$ cat config.mk
export PLATFORM = sky130hd
export DESIGN_NAME = eirq_top
export DESIGN_NICKNAME = d
export VERILOG_FILES = /design/src/rtl/eirq_pkg.sv /design/src/rtl/eirq_reg_if.sv /design/src/rtl/eirq_sync.sv /design/src/rtl/eirq_wb_slave.sv /design/src/rtl/eirq_top.sv
export SDC_FILE = /design/constraint.sdc
export NUM_CORES = 1
export LEC_CHECK = 0
export BUFFER_PORTS_ARGS = -buffer_cell sky130_fd_sc_hd__buf_4
export CAP_MARGIN = 5
export CORE_UTILIZATION = 35
export CTS_BUF_LIST = sky130_fd_sc_hd__clkbuf_16
export DETAILED_ROUTE_END_ITERATION = 7
export GPL_ROUTABILITY_DRIVEN = 0
export PLACE_DENSITY_LB_ADDON = 0.3
export REMOVE_ABC_BUFFERS = 1
export SLEW_MARGIN = 10
export SYNTH_ARGS = -nofsm -noshare
export SYNTH_HDL_FRONTEND = slang
export SYNTH_HIERARCHICAL = 1
export SYNTH_SLANG_ARGS = --single-unit
$ cat constraint.sdc
create_clock -name clk_i -period 2.89 [get_ports clk_i]
set_clock_uncertainty 0.2 [all_clocks]
set_input_delay 0.1445 -clock clk_i [delete_from_list [all_inputs] [get_ports clk_i]]
set_output_delay 0.1445 -clock clk_i [all_outputs]
set_load 0.1 [all_outputs]
$ cat src/rtl/eirq_pkg.sv
// constants and types shared by the external interrupt latch block
package eirq_pkg;

   // wishbone geometry: byte address, one 32-bit word per register
   localparam int ADR_W = 10;
   localparam int DAT_W = 32;
   localparam int SEL_W = 4;
   localparam int IDX_W = 8;
   localparam int IDX_LSB = 2;

   // register indices; byte address is four times the index
   localparam logic [IDX_W-1:0] IDX_STATUS_CONTROL = 8'h1d;
   localparam logic [IDX_W-1:0] IDX_EVT_STATUS = 8'h20;
   localparam logic [IDX_W-1:0] IDX_EVT_MASK = 8'h21;

   // status/control field positions
   localparam int BIT_EDGE_LEVEL_SELECT = 0;
   localparam int BIT_REQUEST_MASK = 1;
   localparam int BIT_REQUEST_ACKNOWLEDGE = 2;
   localparam int BIT_REQUEST_PENDING_FLAG = 3;

   // reset values of the control bits
   localparam logic RST_EDGE_LEVEL_SELECT = 1'b0;
   localparam logic RST_REQUEST_MASK = 1'b0;
   localparam logic RST_PENDING = 1'b0;

   // event status/mask layout
   localparam int EVT_W = 2;
   localparam int EVT_LATCHED = 0;
   localparam int EVT_ACKED = 1;
   localparam logic [EVT_W-1:0] RST_EVT_STATUS = 2'h0;
   localparam logic [EVT_W-1:0] RST_EVT_MASK = 2'h3;

   // service routine vector pair
   localparam logic [15:0] VECTOR_ADDR_HI = 16'hfffa;
   localparam logic [15:0] VECTOR_ADDR_LO = 16'hfffb;

   // synchroniser reset level (low, so a pin held low at reset gives no edge)
   localparam logic RST_SYNC = 1'b0;

   // latch states
   typedef enum logic [1:0] {
      EIRQ_IDLE,
      EIRQ_PENDING,
      EIRQ_ACKED_WAIT_HIGH
   } eirq_state_t;

endpackage

$ cat src/rtl/eirq_reg_if.sv
// register access carrier between the bus slave and the latch core
`timescale 1ns/1ps
interface eirq_reg_if;
   logic wr_en;
   logic [eirq_pkg::IDX_W-1:0] idx;
   logic [7:0] wdata;
   logic [7:0] rdata;

   modport slave (output wr_en, output idx, output wdata, input rdata);
   modport core (input wr_en, input idx, input wdata, output rdata);
endinterface

$ cat src/rtl/eirq_sync.sv
// two-flop pin synchroniser with falling edge detector
`timescale 1ns/1ps
module eirq_sync (
   // clock and reset
   input wire logic clk_i,
   input wire logic rst_i,
   // asynchronous pin, active low
   input wire logic pin_n_i,
   // synchronised level and falling edge pulse
   output logic level_o,
   output logic fall_o
);

   logic meta_ff;
   logic sync_ff;
   logic prev_ff;
   logic nxt_meta;
   logic nxt_sync;
   logic nxt_prev;

   always_comb begin
      nxt_meta = pin_n_i;
      nxt_sync = meta_ff;
      nxt_prev = sync_ff;
   end

   always_ff @(posedge clk_i) begin
      if (rst_i) begin
         meta_ff <= eirq_pkg::RST_SYNC;
         sync_ff <= eirq_pkg::RST_SYNC;
         prev_ff <= eirq_pkg::RST_SYNC;
      end else begin
         meta_ff <= nxt_meta;
         sync_ff <= nxt_sync;
         prev_ff <= nxt_prev;
      end
   end

   assign level_o = sync_ff;
   // high sample followed by low sample
   assign fall_o = prev_ff & ~sync_ff;

endmodule

$ cat src/rtl/eirq_wb_slave.sv
// classic wishbone slave, one wait state, 8-bit registers in the low lane
`timescale 1ns/1ps
module eirq_wb_slave (
   // clock and reset
   input wire logic clk_i,
   input wire logic rst_i,
   // wishbone
   input wire logic cyc_i,
   input wire logic stb_i,
   input wire logic we_i,
   input wire logic [eirq_pkg::ADR_W-1:0] adr_i,
   input wire logic [eirq_pkg::SEL_W-1:0] sel_i,
   input wire logic [eirq_pkg::DAT_W-1:0] dat_i,
   output logic [eirq_pkg::DAT_W-1:0] dat_o,
   output logic ack_o,
   // register side
   eirq_reg_if.slave regs
);

   logic ack_ff;
   logic nxt_ack;
   logic [eirq_pkg::DAT_W-1:0] dat_ff;
   logic [eirq_pkg::DAT_W-1:0] nxt_dat;

   // the write lands on the edge where the master sees ack
   always_comb begin
      nxt_ack = cyc_i & stb_i & ~ack_ff;
      nxt_dat = dat_ff;
      if (cyc_i & stb_i & ~ack_ff & ~we_i) begin
         nxt_dat = {24'h000000, regs.rdata};
      end
   end

   always_ff @(posedge clk_i) begin
      if (rst_i) begin
         ack_ff <= 1'b0;
         dat_ff <= 32'h00000000;
      end else begin
         ack_ff <= nxt_ack;
         dat_ff <= nxt_dat;
      end
   end

   assign regs.idx = adr_i[eirq_pkg::IDX_LSB +: eirq_pkg::IDX_W];
   assign regs.wdata = dat_i[7:0];
   assign regs.wr_en = cyc_i & stb_i & we_i & ack_ff & sel_i[0];
   assign ack_o = ack_ff;
   assign dat_o = dat_ff;

endmodule

$ cat src/rtl/eirq_top.sv
// external interrupt request latch with status/control register
//
// Decided for this implementation: register access over Wishbone.
`timescale 1ns/1ps
module eirq_top (
   // clock and reset
   input wire logic clk_i,
   input wire logic rst_i,
   // wishbone register bus
   input wire logic cyc_i,
   input wire logic stb_i,
   input wire logic we_i,
   input wire logic [eirq_pkg::ADR_W-1:0] adr_i,
   input wire logic [eirq_pkg::SEL_W-1:0] sel_i,
   input wire logic [eirq_pkg::DAT_W-1:0] dat_i,
   output logic [eirq_pkg::DAT_W-1:0] dat_o,
   output logic ack_o,
   // external pin, active low
   input wire logic ext_int_pin_n_i,
   // cpu side
   input wire logic fetch_strobe_i,
   input wire logic [15:0] fetch_addr_i,
   input wire logic cpu_int_mask_i,
   output logic [15:0] vector_addr_hi_o,
   output logic [15:0] vector_addr_lo_o,
   output logic irq_request_o,
   output logic cpu_irq_o,
   output logic request_pending_o,
   output logic request_acknowledge_o,
   // pin level for branch instructions
   output logic branch_on_pin_high_o,
   output logic branch_on_pin_low_o,
   // event interrupt
   output logic irq_o
);

   // register decode helper, shared by reads and writes
   function automatic logic reg_hit(input logic [eirq_pkg::IDX_W-1:0] idx,
                                    input logic [eirq_pkg::IDX_W-1:0] target);
      reg_hit = (idx == target);
   endfunction

   // sticky bits: a new event wins over a one-to-clear written in the same cycle
   function automatic logic [eirq_pkg::EVT_W-1:0] sticky(
         input logic [eirq_pkg::EVT_W-1:0] cur,
         input logic [eirq_pkg::EVT_W-1:0] set,
         input logic [eirq_pkg::EVT_W-1:0] clr);
      sticky = set | (cur & ~clr);
   endfunction

   eirq_reg_if regs ();

   logic pin_level;
   logic pin_fall;

   eirq_sync u_sync (
      .clk_i(clk_i),
      .rst_i(rst_i),
      .pin_n_i(ext_int_pin_n_i),
      .level_o(pin_level),
      .fall_o(pin_fall)
   );

   eirq_wb_slave u_wb (
      .clk_i(clk_i),
      .rst_i(rst_i),
      .cyc_i(cyc_i),
      .stb_i(stb_i),
      .we_i(we_i),
      .adr_i(adr_i),
      .sel_i(sel_i),
      .dat_i(dat_i),
      .dat_o(dat_o),
      .ack_o(ack_o),
      .regs(regs)
   );

   // write decode
   logic wr_ctrl;
   logic wr_evt_status;
   logic wr_evt_mask;

   assign wr_ctrl = regs.wr_en & reg_hit(regs.idx, eirq_pkg::IDX_STATUS_CONTROL);
   assign wr_evt_status = regs.wr_en & reg_hit(regs.idx, eirq_pkg::IDX_EVT_STATUS);
   assign wr_evt_mask = regs.wr_en & reg_hit(regs.idx, eirq_pkg::IDX_EVT_MASK);

   // ------------------------------------------------------------------
   // control bits
   // ------------------------------------------------------------------
   logic edge_level_select_ff;
   logic request_mask_ff;
   logic nxt_edge_level_select;
   logic nxt_request_mask;

   always_comb begin
      nxt_edge_level_select = edge_level_select_ff;
      nxt_request_mask = request_mask_ff;
      if (wr_ctrl) begin
         nxt_edge_level_select = regs.wdata[eirq_pkg::BIT_EDGE_LEVEL_SELECT];
         nxt_request_mask = regs.wdata[eirq_pkg::BIT_REQUEST_MASK];
      end
   end

   always_ff @(posedge clk_i) begin
      if (rst_i) begin
         edge_level_select_ff <= eirq_pkg::RST_EDGE_LEVEL_SELECT;
         request_mask_ff <= eirq_pkg::RST_REQUEST_MASK;
      end else begin
         edge_level_select_ff <= nxt_edge_level_select;
         request_mask_ff <= nxt_request_mask;
      end
   end

   // ------------------------------------------------------------------
   // acknowledge sources
   // ------------------------------------------------------------------
   logic sw_ack;
   logic fetch_ack;
   logic any_ack;
   logic pending;
   logic routed;

   // the write-only acknowledge bit never stores, it only pulses
   assign sw_ack = wr_ctrl & regs.wdata[eirq_pkg::BIT_REQUEST_ACKNOWLEDGE];
   // only a fetch that this request caused may clear it
   assign fetch_ack = fetch_strobe_i & (fetch_addr_i == eirq_pkg::VECTOR_ADDR_HI)
                      & routed;
   assign any_ack = sw_ack | fetch_ack;

   // ------------------------------------------------------------------
   // request latch
   // ------------------------------------------------------------------
   eirq_pkg::eirq_state_t state_ff;
   eirq_pkg::eirq_state_t nxt_state;
   logic pin_low;
   logic level_set;

   assign pin_low = ~pin_level;
   // low level only sets the latch in level mode (edge_level_select_ff set)
   assign level_set = edge_level_select_ff & pin_low;

   always_comb begin
      nxt_state = state_ff;
      case (state_ff)
         eirq_pkg::EIRQ_IDLE: begin
            if (pin_fall | level_set) begin
               nxt_state = eirq_pkg::EIRQ_PENDING;
            end
         end
         eirq_pkg::EIRQ_PENDING: begin
            if (pin_fall) begin
               nxt_state = eirq_pkg::EIRQ_PENDING;
            end else if (any_ack & ~edge_level_select_ff) begin
               nxt_state = eirq_pkg::EIRQ_IDLE;
            end else if (any_ack & pin_low) begin
               nxt_state = eirq_pkg::EIRQ_ACKED_WAIT_HIGH;
            end else if (any_ack) begin
               nxt_state = eirq_pkg::EIRQ_IDLE;
            end
         end
         eirq_pkg::EIRQ_ACKED_WAIT_HIGH: begin
            // still pending; a mode change back to edge-only ends the wait
            if (pin_fall) begin
               nxt_state = eirq_pkg::EIRQ_PENDING;
            end else if (~edge_level_select_ff | ~pin_low) begin
               nxt_state = eirq_pkg::EIRQ_IDLE;
            end
         end
         default: begin
            nxt_state = eirq_pkg::EIRQ_IDLE;
         end
      endcase
   end

   always_ff @(posedge clk_i) begin
      if (rst_i) begin
         state_ff <= eirq_pkg::EIRQ_IDLE;
      end else begin
         state_ff <= nxt_state;
      end
   end

   assign pending = (state_ff != eirq_pkg::EIRQ_IDLE);
   assign routed = pending & ~request_mask_ff;

   // ------------------------------------------------------------------
   // event status and mask
   // ------------------------------------------------------------------
   logic [eirq_pkg::EVT_W-1:0] evt_status_ff;
   logic [eirq_pkg::EVT_W-1:0] evt_mask_ff;
   logic [eirq_pkg::EVT_W-1:0] nxt_evt_status;
   logic [eirq_pkg::EVT_W-1:0] nxt_evt_mask;
   logic [eirq_pkg::EVT_W-1:0] evt_set;
   logic [eirq_pkg::EVT_W-1:0] evt_clr;
   logic new_latch;

   assign new_latch = pending == 1'b0 ? (nxt_state != eirq_pkg::EIRQ_IDLE) : pin_fall;

   always_comb begin
      evt_set = '0;
      evt_set[eirq_pkg::EVT_LATCHED] = new_latch;
      evt_set[eirq_pkg::EVT_ACKED] = any_ack & pending;
      evt_clr = wr_evt_status ? regs.wdata[eirq_pkg::EVT_W-1:0] : '0;
      nxt_evt_status = sticky(evt_status_ff, evt_set, evt_clr);
      nxt_evt_mask = evt_mask_ff;
      if (wr_evt_mask) begin
         nxt_evt_mask = regs.wdata[eirq_pkg::EVT_W-1:0];
      end
   end

   always_ff @(posedge clk_i) begin
      if (rst_i) begin
         evt_status_ff <= eirq_pkg::RST_EVT_STATUS;
         evt_mask_ff <= eirq_pkg::RST_EVT_MASK;
      end else begin
         evt_status_ff <= nxt_evt_status;
         evt_mask_ff <= nxt_evt_mask;
      end
   end

   // ------------------------------------------------------------------
   // registered cpu-facing outputs and the constant vector addresses
   // ------------------------------------------------------------------
   logic irq_request_ff;
   logic cpu_irq_ff;
   logic pending_ff;
   logic ack_pulse_ff;
   logic pin_high_ff;
   logic irq_ff;
   logic nxt_irq_request;
   logic nxt_cpu_irq;
   logic nxt_pending;
   logic nxt_ack_pulse;
   logic nxt_pin_high;
   logic nxt_irq;

   // outputs except the pin level are flopped from next-state values, so they match the latch in the same cycle and still come from clean flops
   always_comb begin
      nxt_pending = (nxt_state != eirq_pkg::EIRQ_IDLE);
      nxt_irq_request = nxt_pending & ~nxt_request_mask;
      nxt_cpu_irq = nxt_irq_request & ~cpu_int_mask_i;
      nxt_ack_pulse = any_ack;
      nxt_pin_high = pin_level;
      nxt_irq = |(nxt_evt_status & ~nxt_evt_mask);
   end

   always_ff @(posedge clk_i) begin
      if (rst_i) begin
         irq_request_ff <= 1'b0;
         cpu_irq_ff <= 1'b0;
         pending_ff <= eirq_pkg::RST_PENDING;
         ack_pulse_ff <= 1'b0;
         pin_high_ff <= 1'b0;
         irq_ff <= 1'b0;
      end else begin
         irq_request_ff <= nxt_irq_request;
         cpu_irq_ff <= nxt_cpu_irq;
         pending_ff <= nxt_pending;
         ack_pulse_ff <= nxt_ack_pulse;
         pin_high_ff <= nxt_pin_high;
         irq_ff <= nxt_irq;
      end
   end

   assign irq_request_o = irq_request_ff;
   assign cpu_irq_o = cpu_irq_ff;
   assign request_pending_o = pending_ff;
   assign request_acknowledge_o = ack_pulse_ff;
   assign branch_on_pin_high_o = pin_high_ff;
   assign branch_on_pin_low_o = ~pin_high_ff;
   assign irq_o = irq_ff;
   assign vector_addr_hi_o = eirq_pkg::VECTOR_ADDR_HI;
   assign vector_addr_lo_o = eirq_pkg::VECTOR_ADDR_LO;

   // ------------------------------------------------------------------
   // read mux
   // ------------------------------------------------------------------
   logic [7:0] rd_ctrl;

   always_comb begin
      rd_ctrl = 8'h00;
      rd_ctrl[eirq_pkg::BIT_EDGE_LEVEL_SELECT] = edge_level_select_ff;
      rd_ctrl[eirq_pkg::BIT_REQUEST_MASK] = request_mask_ff;
      rd_ctrl[eirq_pkg::BIT_REQUEST_PENDING_FLAG] = pending;
      if (reg_hit(regs.idx, eirq_pkg::IDX_STATUS_CONTROL)) begin
         regs.rdata = rd_ctrl;
      end else if (reg_hit(regs.idx, eirq_pkg::IDX_EVT_STATUS)) begin
         regs.rdata = {6'h00, evt_status_ff};
      end else if (reg_hit(regs.idx, eirq_pkg::IDX_EVT_MASK)) begin
         regs.rdata = {6'h00, evt_mask_ff};
      end else begin
         regs.rdata = 8'h00;
      end
   end

endmodule

; Word-level counts from Yosys, hierarchy flattened
; Cells that the tools add are included.
[totals]
ff_bits = 25
latch_bits = 0
ramBits = 0
mem_bits_ro = 0
output_inout_bits = 72
word_cells = 76
memories = 0
[classes]
n_addsub = 0
multipliers = 0
div = 0
magnitude_cmp = 0
eq_ne = 6
n_shift = 0
mux = 15
bitwise_logic = 36
n_reduce_logical = 4
[op_table]
columns = op, n
row1 = $mux W2, 11
row2 = $and A1 B1 Y1, 20
row3 = $eq A16 B16 Y1 const B, 1
row4 = $eq A8 B6 Y1 const B, 2
row5 = $eq A8 B5 Y1 const B, 1
row6 = $not A1 Y1, 8
row7 = $pmux W2 S3, 1
row8 = $and A2 B2 Y2, 2
row9 = $mux W4, 1
row10 = $not A2 Y2, 2
row11 = $reduce_bool A2 Y1, 2
row12 = $or A1 B1 Y1, 3
row13 = $eq A2 B1 Y1 const B, 1
row14 = $eq A2 B2 Y1 const B, 1
row15 = $logic_not A2 Y1, 1
row16 = $mux W1, 2
row17 = $or A2 B2 Y2, 1
row18 = $reduce_or A2 Y1, 1

; Longest topological paths before layout
[depth]
word_depth = 17
mapped_depth = 7
depth_no_buf = 7

; By module
; The synthesis kept the hierarchy.
[modules_own_cells]
columns = mod, n_inst, cells_per_inst, area_per_inst_um2, seq_area_each_um2
row1 = eirq_top, 1, 128, 1069.8, 280.3
row2 = eirq_wb_slave, 1, 81, 709.4, 180.2
row3 = eirq_sync, 1, 7, 87.6, 60.1

; Worst setup path after synthesis
; No wires, ideal clock.
[synth_path]
kind = register -> register
startpoint = register u_wb.ack_ff (netlist: u_wb/ack_o)
endpoint = register irq_ff (netlist: irq_o)
setup_ps = 117
t_arrival_ps = 2318
required_ps = 2573
path_slack_ps = 255
stages_incl_launch_ff = 8
period_less_slack_ps = 2635
path_cell_list = dfxtp_1 nand3_1 nor2_1 nor4b_4 and2_1 nand2_1 mux2_1 a22o_1
[synth_via]
elab_chain_len = 15
word_cells_on_any_way = 25
[synth_lines]
columns = item, line_no
row1 = start: declaration, eirq_wb_slave.sv:20  ; logic ack_ff;
row2 = start signal: assignment, eirq_wb_slave.sv:39  ; ack_ff <= nxt_ack;
row3 = $and A1 B1 Y1 * (2 in series), eirq_wb_slave.sv:46  ; assign regs.wr_en = cyc_i & stb_i & we_i & ack_ff & sel_i[0];
row4 = via regs.wr_en, eirq_reg_if.sv:4  ; logic wr_en;
row5 = $and A1 B1 Y1, eirq_top.sv:83  ; assign wr_ctrl = regs.wr_en & reg_hit(regs.idx, eirq_pkg::IDX_STATUS_CONTROL);
row6 = $and A1 B1 Y1, eirq_top.sv:124  ; assign sw_ack = wr_ctrl & regs.wdata[eirq_pkg::BIT_REQUEST_ACKNOWLEDGE];
row7 = $or A1 B1 Y1, eirq_top.sv:128  ; assign any_ack = sw_ack | fetch_ack;
row8 = $mux W2 / $and A1 B1 Y1 (equally long branches), "eirq_top.sv:157, eirq_top.sv:155"
row9 = $mux W2, eirq_top.sv:155  ; end else if (any_ack & pin_low) begin
row10 = $mux W2, eirq_top.sv:153  ; end else if (any_ack & ~edge_level_select_ff) begin
row11 = $mux W2, eirq_top.sv:151  ; if (pin_fall) begin
row12 = $pmux W2 S3, eirq_top.sv:144  ; case (state_ff)
row13 = $reduce_bool A2 Y1, eirq_top.sv:197  ; assign new_latch = pending == 1'b0 ? (nxt_state != eirq_pkg::EIRQ_IDLE) : pin_fall;
row14 = $mux W1, eirq_top.sv:197
row15 = $or A2 B2 Y2, eirq_top.sv:48  ; sticky = set | (cur & ~clr);
row16 = $and A2 B2 Y2 *, eirq_top.sv:244  ; nxt_irq = |(nxt_evt_status & ~nxt_evt_mask);
row17 = $reduce_or A2 Y1 *, eirq_top.sv:244
row18 = end signal: assignment, eirq_top.sv:261  ; irq_ff <= nxt_irq;
row19 = end: declaration, eirq_top.sv:229  ; logic irq_ff;
; The timed path passes the listed nets; every way through them passes the cells marked *.
; A chain may end at the register's enable or synchronous reset.

; Worst setup path after layout
[layout_path]
startpoint = input stb_i
endpoint = register irq_ff (netlist: irq_o)
[layout_via]
elab_chain_len = 17
word_cells_on_any_way = 27
[layout_lines]
columns = item, line_no
row1 = start: declaration, eirq_top.sv:11  ; input wire logic stb_i,
row2 = $and A1 B1 Y1 * (4 in series), eirq_wb_slave.sv:46
row3 = via regs.wr_en, eirq_reg_if.sv:4
row4 = $and A1 B1 Y1, eirq_top.sv:83
row5 = $and A1 B1 Y1, eirq_top.sv:124
row6 = $or A1 B1 Y1, eirq_top.sv:128
row7 = $mux W2 / $and A1 B1 Y1 (equally long branches), "eirq_top.sv:157, eirq_top.sv:155"
row8 = $mux W2, eirq_top.sv:155
row9 = $mux W2, eirq_top.sv:153
row10 = $mux W2, eirq_top.sv:151
row11 = $pmux W2 S3, eirq_top.sv:144
row12 = $reduce_bool A2 Y1, eirq_top.sv:197
row13 = $mux W1, eirq_top.sv:197
row14 = $or A2 B2 Y2, eirq_top.sv:48
row15 = $and A2 B2 Y2 *, eirq_top.sv:244
row16 = $reduce_or A2 Y1 *, eirq_top.sv:244
; Marked as above.

==> impl_metrics.csv <==
group,metric,value,unit
cells_and_area,multiInputGateArea,982,um^2
synthesis,avgSynthCellArea,8.67,um^2
clocking,tritoncts,"yes",
floorplan,start_util,37.5,%
sta,slew_violations,0,
power_and_ir_drop,power_frac_clock,32.7,%
global_route,antenna_found_initial,0,
power_and_ir_drop,internal_power,701,uW
cells_and_area,fillers,506,
cells_and_area,final_area,2150,um^2
drt,routed_wl,2960,um
clocking,htreeDepth,1,
global_route,busiest_layer,"met2",
worst_setup_path,critPathBufInv,2,
worst_setup_path,crit_type,"in -> reg",
clocking,numCtsBuffers,3,
drt,vias,1303,
cells_and_area,drive_above_1_share,24.2,%
sta,timing.final.ws_setup,627,ps
power_and_ir_drop,p_switching,511,uW
sta,finalSetupTns,0,ps
drt,viasPerCell,3.98,
drt,wl_per_cell,9.05,um
worst_setup_path,endpoint_kind,"flip-flop",
global_route,overflow,0,
floorplan,coreArea,4880,um^2
cells_and_area,nets,331,
power_and_ir_drop,powerDensity,564,nW/um^2
global_route,met1_usage,12.0,%
clocking,clockBufferDepth,2,
sta,finalSetupViolCount,0,
power_and_ir_drop,p_sw_share,42.2,%
global_route,grt_pass1_wl,4530,um
worst_setup_path,crit_chain,"dlygate4sd3_1 -> buf_4 -> nand2_1 -> nor2_1 -> nor4b_4 -> and2_1 -> nand2_1 -> mux2_1 -> a22o_1",
floorplan,rows,25,
status,status,"complete, no violations",
worst_setup_path,cp_common_cell,"nand2_1",
floorplan,ios,142,
clocking,clock-root-buffer,"clkbuf_16",
drt,drc,0,
place,place_ws,752,ps
cells_and_area,seqCellArea,520,um^2
cells_and_area,antennaDiodeCount,0,
drt,ant_nets,0,
sta,hold_viol_final,0,
power_and_ir_drop,leakagePower,0.000990,uW
sta,slew_headroom,65.1,%
drt,dr.pass1.iters,4,
place,io_buffers,51,
power_and_ir_drop,seqPwrFrac,30.4,%
place,place_area,1980,um^2
worst_setup_path,cp_data_arrival_time,2210,ps
worst_setup_path,cp_max_fo,5,
sta,grt_setup_unrepaired,"false",
power_and_ir_drop,irDropWorstVdd,0.000344,V
floorplan,chipHeight,74.3,um
worst_setup_path,crit_slowest_cell,"dlygate4sd3_1",
global_route,grt_pass1_vias,1070,
clocking,clock_latency,260,ps
sta,max_freq,0.442,GHz
power_and_ir_drop,p_comb_share,36.9,%
clocking,cts_resized,0,
place,post-dp-hpwl,2320,um
global_route,met3_usage,4.07,%
sta,period_needed,2260,ps
worst_setup_path,slowest_delay,530,ps
sta,fin_crit_sh,78.3,%
floorplan,die_area,5520,um^2
sta,worst_pin_slew,519,ps
clocking,clock_sinks,26,
worst_setup_path,cp_data_required_time,2840,ps
job,maxCapViolCount,0,
global_route,met2_usage,18.9,%
worst_setup_path,setup.worst_path.start_class,"input port",
worst_hold_path,hold_class,"in -> reg",
clocking,clk_pin_slew,60,ps
global_route,grtUsageTotal,10.6,%
worst_setup_path,path_delay_family,"simple AND/OR/NAND/NOR gates",
cells_and_area,areaGrowthSynthToFinish,17.5,%
synthesis,synth_area,1830,um^2
synthesis,ys_warn_count,6,
floorplan,die_w,74.3,um
global_route,grt_max_degree,36,
drt,drtIter0Drc,32,
synthesis,synthCells,211,
[area by class of cell]
type / count / share of cell area, %
sequential: 26 / 24.2
inverter: 4 / 0.698
tap: 67 / 3.90
multi-input combinational: 169 / 45.7
clock buffer: 3 / 3.49
clock inverter: 1 / 1.40
timing repair buffer: 57 / 20.6
[final timing paths]
path         slack (ps)                       from  cells past startpoint                          to
max                 630                      stb_i                      9            irq_o$_SDFF_PP0_
min                  60                      rst_i                      2  request_mask_ff$_SDFF_PP0_
max reg2reg         760      u_wb/ack_o$_SDFF_PP0_                      7            irq_o$_SDFF_PP0_
min reg2reg         240  u_sync/meta_ff$_SDFF_PP0_                      1   u_sync/level_o$_SDFF_PP0_
[what timing repair did]
action / 4_1_cts / 5_1_grt
hold buffers: 6 / 0
hold endpoints to repair: 5 / 0
buffers inserted: 0 / 0
setup endpoints to repair: 0 / 0
[registers in the layout, indices dropped and copies added, names as in the netlist, 2 cells and up]
register	flops
state_ff	2
evt_status_ff	2
u_wb/dat_o	8
evt_mask_ff	2
[stage by stage]
step                cells  util, %  total power (uW)  hold slack [ps]
global placement      317     40.7               815              108
floorplan             199        -               755             13.6
detailed placement    317     40.7               817              109
CTS                   327     44.1              1230             58.6
finish                327     44.1              1210             64.2
global route          327     44.1              1250             80.8
[placed cells by master, fill, tap and decap left out, types with 2 or more instances in the layout]
cell type / instances
mux2i_1: 13
nor3_1: 4
conb_1: 61
dfxtp_1: 26
o21ai_0: 2
clkbuf_16: 3
dlygate4sd3_1: 6
buf_4: 51
nor2_1: 12
nand2b_1: 17
nand2_1: 11
and2_1: 3
o21ai_1: 2
nand3_1: 5
a21oi_1: 5
nor2b_1: 8
inv_1: 4
[power by group through the flow]
stage | sequential [uW] | clock (uW) | combinational (uW)
after CTS | 369 | 413 | 446
after global placement | 377 | 0 | 438
after floorplan | 410 | 0 | 346
after detailed placement | 377 | 0 | 439
final | 369 | 396 | 447
after global routing | 370 | 424 | 461
[layer usage]
| metal | routed length [um] | vias up |
|---|---|---|
| met5 | 0 | - |
| li1 | - | 669 |
| met4 | 19 | 0 |
| met3 | 239 | 2 |
| met1 | 1330 | 572 |
| met2 | 1370 | 60 |
Power figures use the tool's default switching activity.
